[config.mk]
export PLATFORM = sky130hd
export DESIGN_NAME = reset_source_sequencer
export DESIGN_NICKNAME = d
export VERILOG_FILES = /design/src/verilog/min_duration_filter.v /design/src/verilog/reset_source_sequencer.v
export VERILOG_INCLUDE_DIRS = /design/src /design/src/verilog
export SDC_FILE = /design/constraint.sdc
export NUM_CORES = 1
export LEC_CHECK = 0
export BUFFER_PORTS_ARGS = -buffer_cell sky130_fd_sc_hd__buf_2
export CAP_MARGIN = 10
export CORE_ASPECT_RATIO = 1.2
export CORE_MARGIN = 2
export CORE_UTILIZATION = 54
export DETAILED_ROUTE_END_ITERATION = 6
export PLACE_DENSITY_LB_ADDON = 0.05
export RECOVER_POWER = 25
export SYNTH_ARGS = -nofsm -noshare
export SYNTH_HDL_FRONTEND = slang
export SYNTH_SLANG_ARGS = --single-unit
[constraint.sdc]
create_clock -name aclk -period 2 [get_ports aclk]
set_input_delay 0.1 -clock aclk [delete_from_list [all_inputs] [get_ports aclk]]
set_output_delay 0.1 -clock aclk [all_outputs]
set_load 0.01 [all_outputs]
[src/verilog/reset_sequencer_defines.vh]
/*
 Register offsets, field positions, reset values and timing figures of the
 reset source sequencer. Definitions only; included by the sequencer design file.
*/
`ifndef RESET_SEQUENCER_DEFINES_VH
`define RESET_SEQUENCER_DEFINES_VH

// Byte offsets on the register bus
`define OFS_RESET_CAUSE      8'h00
`define OFS_WATCHDOG_CTRL    8'h04
`define OFS_SEQ_STATUS       8'h08

// Reset cause status fields
`define BIT_POWERON_FLAG     0
`define BIT_PIN_FLAG         1
`define BIT_BROWNOUT_FLAG    2
`define BIT_WATCHDOG_FLAG    3
`define BIT_DEBUG_FLAG       4
`define RESET_CAUSE_INIT     5'h01

// Watchdog control fields
`define BIT_WDT_TURNOFF      4
`define BIT_WDT_ENABLE       3
`define WDT_PERIOD_MSB       2
`define WDT_PERIOD_LSB       0
`define WDT_CTRL_INIT        5'h00
`define WDT_BASE_CYCLES      22'h004000
`define WDT_COUNT_W          22
`define WDT_TURNOFF_CLOCKS   3'h4

// Timing: clock period, least times in ns, and derived cycle counts
`define CLK_PERIOD_NS        100
`define PIN_MIN_PULSE_NS     1500
`define BROWNOUT_MIN_NS      2000
`define PIN_MIN_CYCLES       ((`PIN_MIN_PULSE_NS + `CLK_PERIOD_NS - 1) / `CLK_PERIOD_NS)
`define BROWNOUT_MIN_CYCLES  ((`BROWNOUT_MIN_NS + `CLK_PERIOD_NS - 1) / `CLK_PERIOD_NS)
`define STARTUP_CYCLES       65536

// Bus responses
`define RESP_OKAY            2'h0
`define RESP_SLVERR          2'h2

`endif

[src/verilog/min_duration_filter.v]
/*
 Qualifies a level: the output rises only after the input has been high for
 HOLD_CYCLES consecutive clocks and falls at once when the input drops.
 Assumes the input is synchronous to aclk.
*/
`timescale 1ns/100ps
module min_duration_filter
#(
   parameter integer HOLD_CYCLES = 15,
   parameter integer CNT_W       = 8
)
(
   input  wire       aclk,
   input  wire       aresetn,
   input  wire       level_in,
   output reg        qualified_q
);
   reg [CNT_W-1:0] count_q;

   always @(posedge aclk)
   begin
      if (!aresetn)
      begin
         count_q     <= {CNT_W{1'b0}};
         qualified_q <= 1'b0;
      end
      else if (!level_in)
      begin
         count_q     <= {CNT_W{1'b0}};
         qualified_q <= 1'b0;
      end
      else if (count_q == HOLD_CYCLES[CNT_W-1:0] - 1'b1)
         qualified_q <= 1'b1;
      else
         count_q <= count_q + 1'b1;
   end
endmodule // min_duration_filter

[src/verilog/reset_source_sequencer.v]
/*
 Reset source sequencer: combines power-on, pin, brown-out, watchdog and
 debug reset sources into one stretched internal reset, keeps reset-cause
 flags, enables the bandgap reference and holds the watchdog timer core.
 Registers sit behind an AXI4-Lite slave. All inputs, including the watchdog
 oscillator tick, are taken as synchronous to aclk.
*/
`timescale 1ns/100ps
`include "reset_sequencer_defines.vh"

// Notes on behaviour
// - Power-on reset holds while supply is low and reasserts at once on a drop.
// - Supply reaching threshold starts the delay counter; reset holds until time-out.
// - Pin low beyond 1.5 us resets; shorter pulses need not take effect.
// - Pin release lets the delay counter run the full time-out first.
// - Level select bit: unprogrammed picks 2.7 V, programmed picks 4.0 V.
// - Enabled brown-out detector asserts reset once the supply has stayed below the trigger level for 2 us.
// - After supply recovers, release waits for the delay counter time-out.
// - Brown-out counts only when the dip outlasts 2 us.
// - Watchdog expiry gives a one-clock pulse; delay starts at its end.
// - Status bit 4 set by debug reset; cleared by power-on or writing zero.
// - Status bit 3 set by watchdog reset; cleared by power-on or writing zero.
// - Status bit 2 set by brown-out reset; cleared by power-on or writing zero.
// - Status bit 1 set by pin reset; cleared by power-on or writing zero.
// - Status bit 0 set by power-on; cleared only by software writing zero.
// - Bandgap powered only for brown-out detector, comparator select or converter.
// - Watchdog counter runs from its own oscillator tick, not the system clock.
// - Watchdog counter restarts on watchdog-reset, disable, and chip reset.
// - Eight periods; expiry without watchdog-reset resets the chip.
// - Disabling the watchdog is refused without the protected sequence.
// - Turn-off enable plus enable together, then clear enable within four clocks.
// - Period codes 000 to 111 give 16K doubling up to 2048K oscillator cycles.
// - Port reset output asserts as soon as any reset source is active.
module reset_source_sequencer
#(
   parameter integer STARTUP_CYCLES = `STARTUP_CYCLES,
   parameter integer STARTUP_W      = 17
)
(
   input  wire        aclk,
   input  wire        aresetn,
   // AXI4-Lite slave
   input  wire [7:0]  s_axi_awaddr,
   input  wire        s_axi_awvalid,
   output reg         s_axi_awready,
   input  wire [31:0] s_axi_wdata,
   input  wire [3:0]  s_axi_wstrb,
   input  wire        s_axi_wvalid,
   output reg         s_axi_wready,
   output reg  [1:0]  s_axi_bresp,
   output reg         s_axi_bvalid,
   input  wire        s_axi_bready,
   input  wire [7:0]  s_axi_araddr,
   input  wire        s_axi_arvalid,
   output reg         s_axi_arready,
   output reg  [31:0] s_axi_rdata,
   output reg  [1:0]  s_axi_rresp,
   output reg         s_axi_rvalid,
   input  wire        s_axi_rready,
   // Reset sources and monitors
   input  wire        supply_above_por,
   input  wire        pin_reset_n,
   input  wire        vcc_below_low_level,
   input  wire        vcc_below_high_level,
   input  wire        brownout_level_select,
   input  wire        brownout_detector_enable,
   input  wire        debug_reset_instruction,
   // Reference users and watchdog inputs
   input  wire        comparator_bandgap_select,
   input  wire        converter_enable,
   input  wire        watchdog_osc_tick,
   input  wire        watchdog_reset_instr,
   // Outputs
   output reg         internal_reset_q,
   output reg         port_reset_q,
   output reg         bandgap_enable_q
);
   reg [4:0]              cause_q;
   reg [4:0]              wdt_ctrl_q;
   reg [2:0]              turnoff_cnt_q;
   reg [`WDT_COUNT_W-1:0] wdt_count_q;
   reg                    wdt_pulse_q;
   reg [STARTUP_W-1:0]    delay_q;
   reg                    por_seen_q;
   reg [7:0]              awaddr_q;
   reg                    aw_full_q;
   reg [31:0]             wdata_q;
   reg [3:0]              wstrb_q;
   reg                    w_full_q;

   wire pin_held;
   wire bod_held;
   wire por_active   = ~supply_above_por;
   // A one in the level select is the unprogrammed state, the lower level
   wire below_level  = brownout_level_select ? vcc_below_low_level
                                             : vcc_below_high_level;
   wire bod_active   = brownout_detector_enable & bod_held;
   wire any_source   = por_active | pin_held | bod_active
                       | debug_reset_instruction | wdt_pulse_q;
   wire delay_done   = (delay_q == STARTUP_CYCLES[STARTUP_W-1:0]);

   wire wr_go   = aw_full_q & w_full_q & ~s_axi_bvalid;
   wire wr_lane = wr_go & wstrb_q[0];
   wire wr_cause = wr_lane & (awaddr_q == `OFS_RESET_CAUSE);
   wire wr_wdt   = wr_lane & (awaddr_q == `OFS_WATCHDOG_CTRL);

   wire wdt_enabled  = wdt_ctrl_q[`BIT_WDT_ENABLE];
   wire [2:0] wdt_period = wdt_ctrl_q[`WDT_PERIOD_MSB:`WDT_PERIOD_LSB];

   // Time-out in oscillator cycles for a period code
   function [`WDT_COUNT_W-1:0] wdt_limit;
      input [2:0] code;
      begin
         wdt_limit = `WDT_BASE_CYCLES << code;
      end
   endfunction

   // Whether an address is one of ours
   function mapped;
      input [7:0] addr;
      begin
         mapped = (addr == `OFS_RESET_CAUSE) || (addr == `OFS_WATCHDOG_CTRL)
                  || (addr == `OFS_SEQ_STATUS);
      end
   endfunction

   min_duration_filter
   #(
      .HOLD_CYCLES (`PIN_MIN_CYCLES),
      .CNT_W       (8)
   )
   pin_filter
   (
      .aclk        (aclk),
      .aresetn     (aresetn),
      .level_in    (~pin_reset_n),
      .qualified_q (pin_held)
   );

   min_duration_filter
   #(
      .HOLD_CYCLES (`BROWNOUT_MIN_CYCLES),
      .CNT_W       (8)
   )
   bod_filter
   (
      .aclk        (aclk),
      .aresetn     (aresetn),
      .level_in    (below_level),
      .qualified_q (bod_held)
   );

   // Shared delay counter and the internal reset it stretches
   always @(posedge aclk)
   begin
      if (!aresetn)
      begin
         delay_q          <= {STARTUP_W{1'b0}};
         internal_reset_q <= 1'b1;
         port_reset_q     <= 1'b1;
      end
      else
      begin
         if (any_source)
            delay_q <= {STARTUP_W{1'b0}};
         else if (!delay_done)
            delay_q <= delay_q + 1'b1;
         // Power-on drop asserts reset directly and also clears the counter
         internal_reset_q <= any_source | ~delay_done | por_active;
         port_reset_q     <= any_source;
      end
   end

   // Bandgap enable
   always @(posedge aclk)
   begin
      if (!aresetn)
         bandgap_enable_q <= 1'b0;
      else
         bandgap_enable_q <= brownout_detector_enable | comparator_bandgap_select
                             | converter_enable;
   end

   // Reset-cause flags: a set in the same cycle as a software clear wins
   always @(posedge aclk)
   begin
      if (!aresetn)
      begin
         cause_q    <= `RESET_CAUSE_INIT;
         por_seen_q <= 1'b1;
      end
      else
      begin
         por_seen_q <= por_active;
         if (por_active)
            cause_q <= `RESET_CAUSE_INIT;
         else
         begin
            cause_q[`BIT_POWERON_FLAG]  <= (cause_q[`BIT_POWERON_FLAG]
               & ~(wr_cause & ~wdata_q[`BIT_POWERON_FLAG])) | por_seen_q;
            cause_q[`BIT_PIN_FLAG]      <= (cause_q[`BIT_PIN_FLAG]
               & ~(wr_cause & ~wdata_q[`BIT_PIN_FLAG])) | pin_held;
            cause_q[`BIT_BROWNOUT_FLAG] <= (cause_q[`BIT_BROWNOUT_FLAG]
               & ~(wr_cause & ~wdata_q[`BIT_BROWNOUT_FLAG])) | bod_active;
            cause_q[`BIT_WATCHDOG_FLAG] <= (cause_q[`BIT_WATCHDOG_FLAG]
               & ~(wr_cause & ~wdata_q[`BIT_WATCHDOG_FLAG])) | wdt_pulse_q;
            cause_q[`BIT_DEBUG_FLAG]    <= (cause_q[`BIT_DEBUG_FLAG]
               & ~(wr_cause & ~wdata_q[`BIT_DEBUG_FLAG]))
               | debug_reset_instruction;
         end
      end
   end

   // Watchdog control with protected turn-off
   always @(posedge aclk)
   begin
      if (!aresetn)
      begin
         wdt_ctrl_q    <= `WDT_CTRL_INIT;
         turnoff_cnt_q <= 3'h0;
      end
      else
      begin
         if (turnoff_cnt_q != 3'h0)
            turnoff_cnt_q <= turnoff_cnt_q - 1'b1;
         if (turnoff_cnt_q == 3'h1)
            wdt_ctrl_q[`BIT_WDT_TURNOFF] <= 1'b0;
         if (wr_wdt)
         begin
            wdt_ctrl_q[`WDT_PERIOD_MSB:`WDT_PERIOD_LSB] <=
               wdata_q[`WDT_PERIOD_MSB:`WDT_PERIOD_LSB];
            if (wdata_q[`BIT_WDT_ENABLE])
               wdt_ctrl_q[`BIT_WDT_ENABLE] <= 1'b1;
            else if (wdt_ctrl_q[`BIT_WDT_TURNOFF])
               wdt_ctrl_q[`BIT_WDT_ENABLE] <= 1'b0;
            if (wdata_q[`BIT_WDT_TURNOFF])
            begin
               wdt_ctrl_q[`BIT_WDT_TURNOFF] <= 1'b1;
               turnoff_cnt_q <= `WDT_TURNOFF_CLOCKS;
            end
         end
      end
   end

   // Watchdog counter advances only on oscillator ticks
   always @(posedge aclk)
   begin
      if (!aresetn)
      begin
         wdt_count_q <= {`WDT_COUNT_W{1'b0}};
         wdt_pulse_q <= 1'b0;
      end
      else
      begin
         wdt_pulse_q <= 1'b0;
         if (watchdog_reset_instr | ~wdt_enabled | internal_reset_q)
            wdt_count_q <= {`WDT_COUNT_W{1'b0}};
         else if (watchdog_osc_tick)
         begin
            if (wdt_count_q == wdt_limit(wdt_period) - 1'b1)
            begin
               wdt_count_q <= {`WDT_COUNT_W{1'b0}};
               wdt_pulse_q <= 1'b1;
            end
            else
               wdt_count_q <= wdt_count_q + 1'b1;
         end
      end
   end

   // AXI4-Lite write channel
   always @(posedge aclk)
   begin
      if (!aresetn)
      begin
         s_axi_awready <= 1'b1;
         s_axi_wready  <= 1'b1;
         s_axi_bvalid  <= 1'b0;
         s_axi_bresp   <= `RESP_OKAY;
         aw_full_q     <= 1'b0;
         w_full_q      <= 1'b0;
         awaddr_q      <= 8'h00;
         wdata_q       <= 32'h00000000;
         wstrb_q       <= 4'h0;
      end
      else
      begin
         if (s_axi_awvalid & s_axi_awready)
         begin
            awaddr_q      <= s_axi_awaddr;
            aw_full_q     <= 1'b1;
            s_axi_awready <= 1'b0;
         end
         if (s_axi_wvalid & s_axi_wready)
         begin
            wdata_q      <= s_axi_wdata;
            wstrb_q      <= s_axi_wstrb;
            w_full_q     <= 1'b1;
            s_axi_wready <= 1'b0;
         end
         if (wr_go)
         begin
            s_axi_bvalid <= 1'b1;
            s_axi_bresp  <= mapped(awaddr_q) ? `RESP_OKAY : `RESP_SLVERR;
            aw_full_q    <= 1'b0;
            w_full_q     <= 1'b0;
         end
         if (s_axi_bvalid & s_axi_bready)
         begin
            s_axi_bvalid  <= 1'b0;
            s_axi_awready <= 1'b1;
            s_axi_wready  <= 1'b1;
         end
      end
   end

   // AXI4-Lite read channel
   always @(posedge aclk)
   begin
      if (!aresetn)
      begin
         s_axi_arready <= 1'b1;
         s_axi_rvalid  <= 1'b0;
         s_axi_rresp   <= `RESP_OKAY;
         s_axi_rdata   <= 32'h00000000;
      end
      else
      begin
         if (s_axi_arvalid & s_axi_arready)
         begin
            s_axi_arready <= 1'b0;
            s_axi_rvalid  <= 1'b1;
            s_axi_rresp   <= mapped(s_axi_araddr) ? `RESP_OKAY : `RESP_SLVERR;
            case (s_axi_araddr)
               `OFS_RESET_CAUSE:   s_axi_rdata <= {27'h0, cause_q};
               `OFS_WATCHDOG_CTRL: s_axi_rdata <= {27'h0, wdt_ctrl_q};
               `OFS_SEQ_STATUS:    s_axi_rdata <= {26'h0, bandgap_enable_q,
                                      internal_reset_q, bod_active, pin_held,
                                      por_active, wdt_enabled};
               default:            s_axi_rdata <= 32'h00000000;
            endcase
         end
         if (s_axi_rvalid & s_axi_rready)
         begin
            s_axi_rvalid  <= 1'b0;
            s_axi_arready <= 1'b1;
         end
      end
   end
endmodule // reset_source_sequencer
== Yosys cells after proc, flatten, opt, wreduce, memory -nomap -nowiden ==
Index checks and enable logic that the tools add are counted.
Word-level totals
  register bits: 132
  logic and storage cells: 129
Cells by class
  $add $sub $neg: 6
  eq/ne operators: 9
  shifts and indexed selects: 1
  multiplexer cells: 14
  bitwise logic cells: 52
  reduce and logical (&&, ||, !) cells: 18
Operator list (number)
  $eq 8x4->1 const B: 3
  $add 22x1->22 const B: 1
  $eq 22x22->1: 1
  $mux 22: 1
  $shl 15x3->22 const A: 1
  $sub 22x1->22 const B: 1
  $and 1x1->1: 21
  $pmux 6 s3: 1
  $add 17x1->17 const B: 1
  $eq 17x17->1 const B: 1
  $add 8x1->8 const B: 2
  $eq 8x3->1 const B: 2
  $logic_not 8->1: 2
  $not 1->1: 16
  $or 1x1->1: 15
  $reduce_or 2->1: 6
  $mux 3: 3
  $eq 8x5->1 const B: 1
  $mux 1: 6
  $reduce_and 2->1: 3
  $mux 5: 1
  $logic_or 1x1->1: 4
  $mux 2: 2
  $eq 3x1->1 const B: 1
  4 further kinds: 4

== Longest topological paths before layout ==
  depth in word-level cells: 8
  depth in mapped cells: 7
  gate-level depth less buffers: 7

== Cells and area by module ==
Synthesis repeated with hierarchy kept, for this count alone.
Unflattened totals
  cells, all modules: 589
  area total of the unflattened synthesis: 5009.8 sq um
Modules (own cells, without submodules)
  reset_source_sequencer: times used 1, cells an instance 498, area an instance 4181.5 sq um
  min_duration_filter (bod_filter): times used 1, cells an instance 45, area an instance 415.4 sq um
  min_duration_filter (pin_filter): times used 1, cells an instance 46, area an instance 412.9 sq um

== Worst setup path after synthesis ==
OpenSTA, ideal clock, no wires.
  path kind: register -> register
  start point: register awaddr_q[4]
  end point: register wdt_ctrl_q[3]
  setup time: 115 ps
  arrival time: 1560 ps
  slack: 326 ps
  cell stages (with the launch flop): 7
  path buffers: 1
  period minus slack after synthesis: 1674 ps
  path through: dfxtp_1 or4_1 nor3_2 and4_1 buf_2 a21boi_0 o21a_1
On the way
  cells in the longest elaborated chain, start to end: 3
RTL lines
  start, declared: RTL line reset_source_sequencer.v:85  | reg [7:0] awaddr_q;
  start signal, assigned: RTL line reset_source_sequencer.v:290  | awaddr_q <= s_axi_awaddr;
  $eq 8x3->1 (no line)
  $and 1x1->1: RTL line reset_source_sequencer.v:105  | wire wr_wdt = wr_lane & (awaddr_q == `OFS_WATCHDOG_CTRL);
  $reduce_and 2->1 (no line)
  end signal, assigned: RTL line reset_source_sequencer.v:219  | wdt_ctrl_q <= `WDT_CTRL_INIT;
  end signal, assigned by index: RTL line reset_source_sequencer.v:230  | wdt_ctrl_q[`WDT_PERIOD_MSB:`WDT_PERIOD_LSB] <=
  end, declared: RTL line reset_source_sequencer.v:79  | reg [4:0] wdt_ctrl_q;
No other way between the ends.
A chain may end at the register's enable or synchronous reset.

== Final worst setup path ==
Same ends and word-level chain as after synthesis.

==> impl_metrics.toml <==
[run_status]
status = "completed"

[timing]
fin_hold_ws_ns = 0.0191
setup_viol = 0
fin_crit_sh = 0.921
hold_viol = 0
fin_worst_skew_ns = 0.0127
relSlewSlack = 0.569
worst_pin_slew_ns = 0.642
post-route-min-period_ns = 1.84
report.final.slew_viol_count = 0
fmax_ghz = 0.543
rsz0062_at_grt = "no"

[place]
portBuffers = 55
postPlaceCellArea_sq_um = 5180
place_hpwl_microns = 6930
gp_congestion = 0.838

[synthesis]
ys_ff_latch = 104
ys_seq_area_frac = 0.428
synthFlopType = "dfxtp_1"
synth.cell_area_sq_um = 4860
yosys_warnings = 0
synth_top_area_frac = 0.428
synth_edf_count = 0
ys_top_cells_by_area = "dfxtp_1 (43%), xor2_1 (5.9%), buf_4 (4.3%), nand2_1 (4.2%), nor2_1 (3.3%)"
synth_area_per_cell_sq_um = 8.81
yosys.cell_types.count = 57
async_flop_share = 0
synth_top_cell_by_area = "dfxtp_1"
syn_inst = 552

[flow_run]
cap_violations = 0

[clocking]
cts_made_buffers = 9
htree_levels = 3
root_buffer = "clkbuf_8"
clock_sinks = 104
clock_path_buffers = 2
insertion_delay_ns = 0.36
tritoncts = "yes"
cts.clk_slew.worst_paths_ns = 0.11

[power]
internal-power_w = 0.00285
fin_total_pwr_w = 0.00386
switching_share = 0.260
power_density_nw_per_um2 = 698
p_switching_w = 0.00100
peakVddDrop_v = 0.000493
clock_power_share = 0.336
p_comb_frac = 0.097
p_leak_nw = 2.09
pwr-share-seq = 0.567

[critical_path]
slowest_stage = "or4_1"
arrival_ns = 2.10
worstPathCellList = "or4_1 -> nor3_2 -> and4_2 -> a21boi_0 -> o21a_1"
critPathKind = "reg -> reg"
required_ns = 2.25
cp-start-kind = "flip-flop"
reg2reg_depth = 5
crit_path_end_kind = "flip-flop"
worstPathMaxFanout = 6
crit_path_max_incr_delay_ns = 0.54

[drt]
drc_errors = 0
drtAntennaViolNets = 0
dr.pass1.iters = 4
viasPerCell = 5.21
initialDrtViolationCount = 127
vias = 3929
routedWlPerCell_microns = 12.9
wl_microns = 9750

[floorplanning]
chipWidth_microns = 90.6
core_sq_um = 8660
ios = 114
num_rows = 37
dieArea_sq_um = 9780
die_h_microns = 108
start_util = 0.561

[finish]
ff_latch_area_sq_um = 2080
final_util = 0.638
layout-drive-gt1-share = 0.140
antenna_cells = 0
num-nets-final = 711
finalInstanceArea_sq_um = 5530
fill_cells = 775
multiInputGateArea_sq_um = 2500
synthToLayoutAreaGrowth_pct = 13.7

[global_route]
grt_usage = 0.203
grt_max_degree = 40
gr-total-overflow = 0
grt_pass1_wl_microns = 16400
grt_pass1_vias = 3704
antenna_found_initial = 0

[hold_path]
whs_path_depth = 3
hold_class = "in -> reg"
-- placed cells by master, fill, tap and decap left out, types with 3 or more instances in the layout --
master and n:
clkbuf_1 17, a21boi_0 18, xnor2_1 10, and4_1 3
a22oi_1 4, nand2_1 54, nand4_1 15, nand2b_1 5
nor4_1 7, conb_1 28, o211ai_1 3, o21ai_1 4
dlygate4sd3_1 15, nor4b_1 3, xor2_1 33, ha_1 9
and3_1 10, or4_1 5, o21ai_0 23, nor2_1 43
and2_1 5, a21oi_1 23, or3_1 6, inv_1 13
buf_2 41, nor2b_1 13, nand3_1 32, buf_4 17
mux2i_1 11, nor3_1 17, dfxtp_1 104, clkbuf_8 11
-- repair_timing --
action	CTS	global route
resized for setup	0	1
hold buffers	15	0
setup endpoints to repair	1	5
setup buffers	3	0
pin swaps	1	0
hold endpoints to repair	14	0
-- worst max-delay path: cells and delay by family (launching register included) --
family,cells,cell delay [ns]
DFF,1,0.33
AOI/OAI and AO/OA,2,0.31
and+or+nand+nor,3,1.10
-- cells by family (layout without fill, tap and decap cells) --
group                      Yosys count  after routing  share of synthesized area
buffers and inverters               61            119                     0.0777
and+or+nand+nor                    237            237                      0.262
adders and majority gates            9              9                     0.0232
muxes                               12             12                     0.0250
AOI/OAI and AO/OA                   85             85                      0.106
DFF                                104            104                      0.428
xor gates and xnor gates            43             43                     0.0775
other                                1             28                   0.000771
-- flip-flops by register name, summed over array words and instances (netlist names), 3 cells and up --
register,flops
wdt_count_q,22
delay_q,17
awaddr_q,8
bod_filter.count_q,8
pin_filter.count_q,8
s_axi_rdata,6
cause_q,5
wdata_q,5
wdt_ctrl_q,5
turnoff_cnt_q,3
-- cells in the mapped netlist (5+ instances only) --
master	n
and3_1	10
nand4_1	15
xor2_1	33
nor3_1	17
clkbuf_1	11
inv_1	13
o21ai_0	23
nand3_1	32
nor2_1	43
nor4_1	7
xnor2_1	10
or4_1	5
a21oi_1	23
and2_1	5
dfxtp_1	104
or3_1	6
a21boi_0	18
nand2_1	54
buf_4	28
nor2b_1	13
ha_1	9
mux2i_1	11
nand2b_1	5
-- metal layers --
metal | up-vias | wire [microns] | global-route usage
met5 | - | 0 | 0
li1 | 2016 | - | -
met3 | 7 | 273 | 0.0369
met1 | 1845 | 4380 | 0.242
met2 | 61 | 4980 | 0.370
met4 | 0 | 115 | 0.0670
-- stage by stage --
stage,setup TNS (ns),setup slack (ns),std cells
final,0,0.158,754
after global routing,0,0.0435,754
after CTS,0,0.0609,754
after detailed placement,-0.0186,-0.0186,720
after global placement,0,0.000950,720
after floorplan,0,0.326,579
-- path summary, 6_finish.rpt --
check / startpoint / end / slack, ns
max: awaddr_q[4] / wdt_ctrl_q[3] / 0.16
min reg2reg: por_seen_q / cause_q[0] / 0.43
max reg2reg: awaddr_q[4] / wdt_ctrl_q[3] / 0.16
min: s_axi_wdata[1] / wdata_q[1] / 0.02
-- area by class of cell --
type,instances,share of cell area
Multi-Input combinational cell,414,0.453
Tap cell,117,0.0265
Clock buffer,11,0.0274
Clock inverter,5,0.00838
Inverter,13,0.00883
Timing Repair Buffer,90,0.0990
Sequential cell,104,0.377
-- power groups by stage --
stage / combinational, W / clock, W / sequential (W)
5_1_grt: 0.000431 / 0.00139 / 0.00220
2_1_floorplan: 0.000286 / 0 / 0.00222
3_5_place_dp: 0.000362 / 0 / 0.00223
3_3_place_gp: 0.000343 / 0 / 0.00223
6_report: 0.000376 / 0.00130 / 0.00218
4_1_cts: 0.000384 / 0.00134 / 0.00218
No activity file was read; power rests on OpenSTA's default activity.
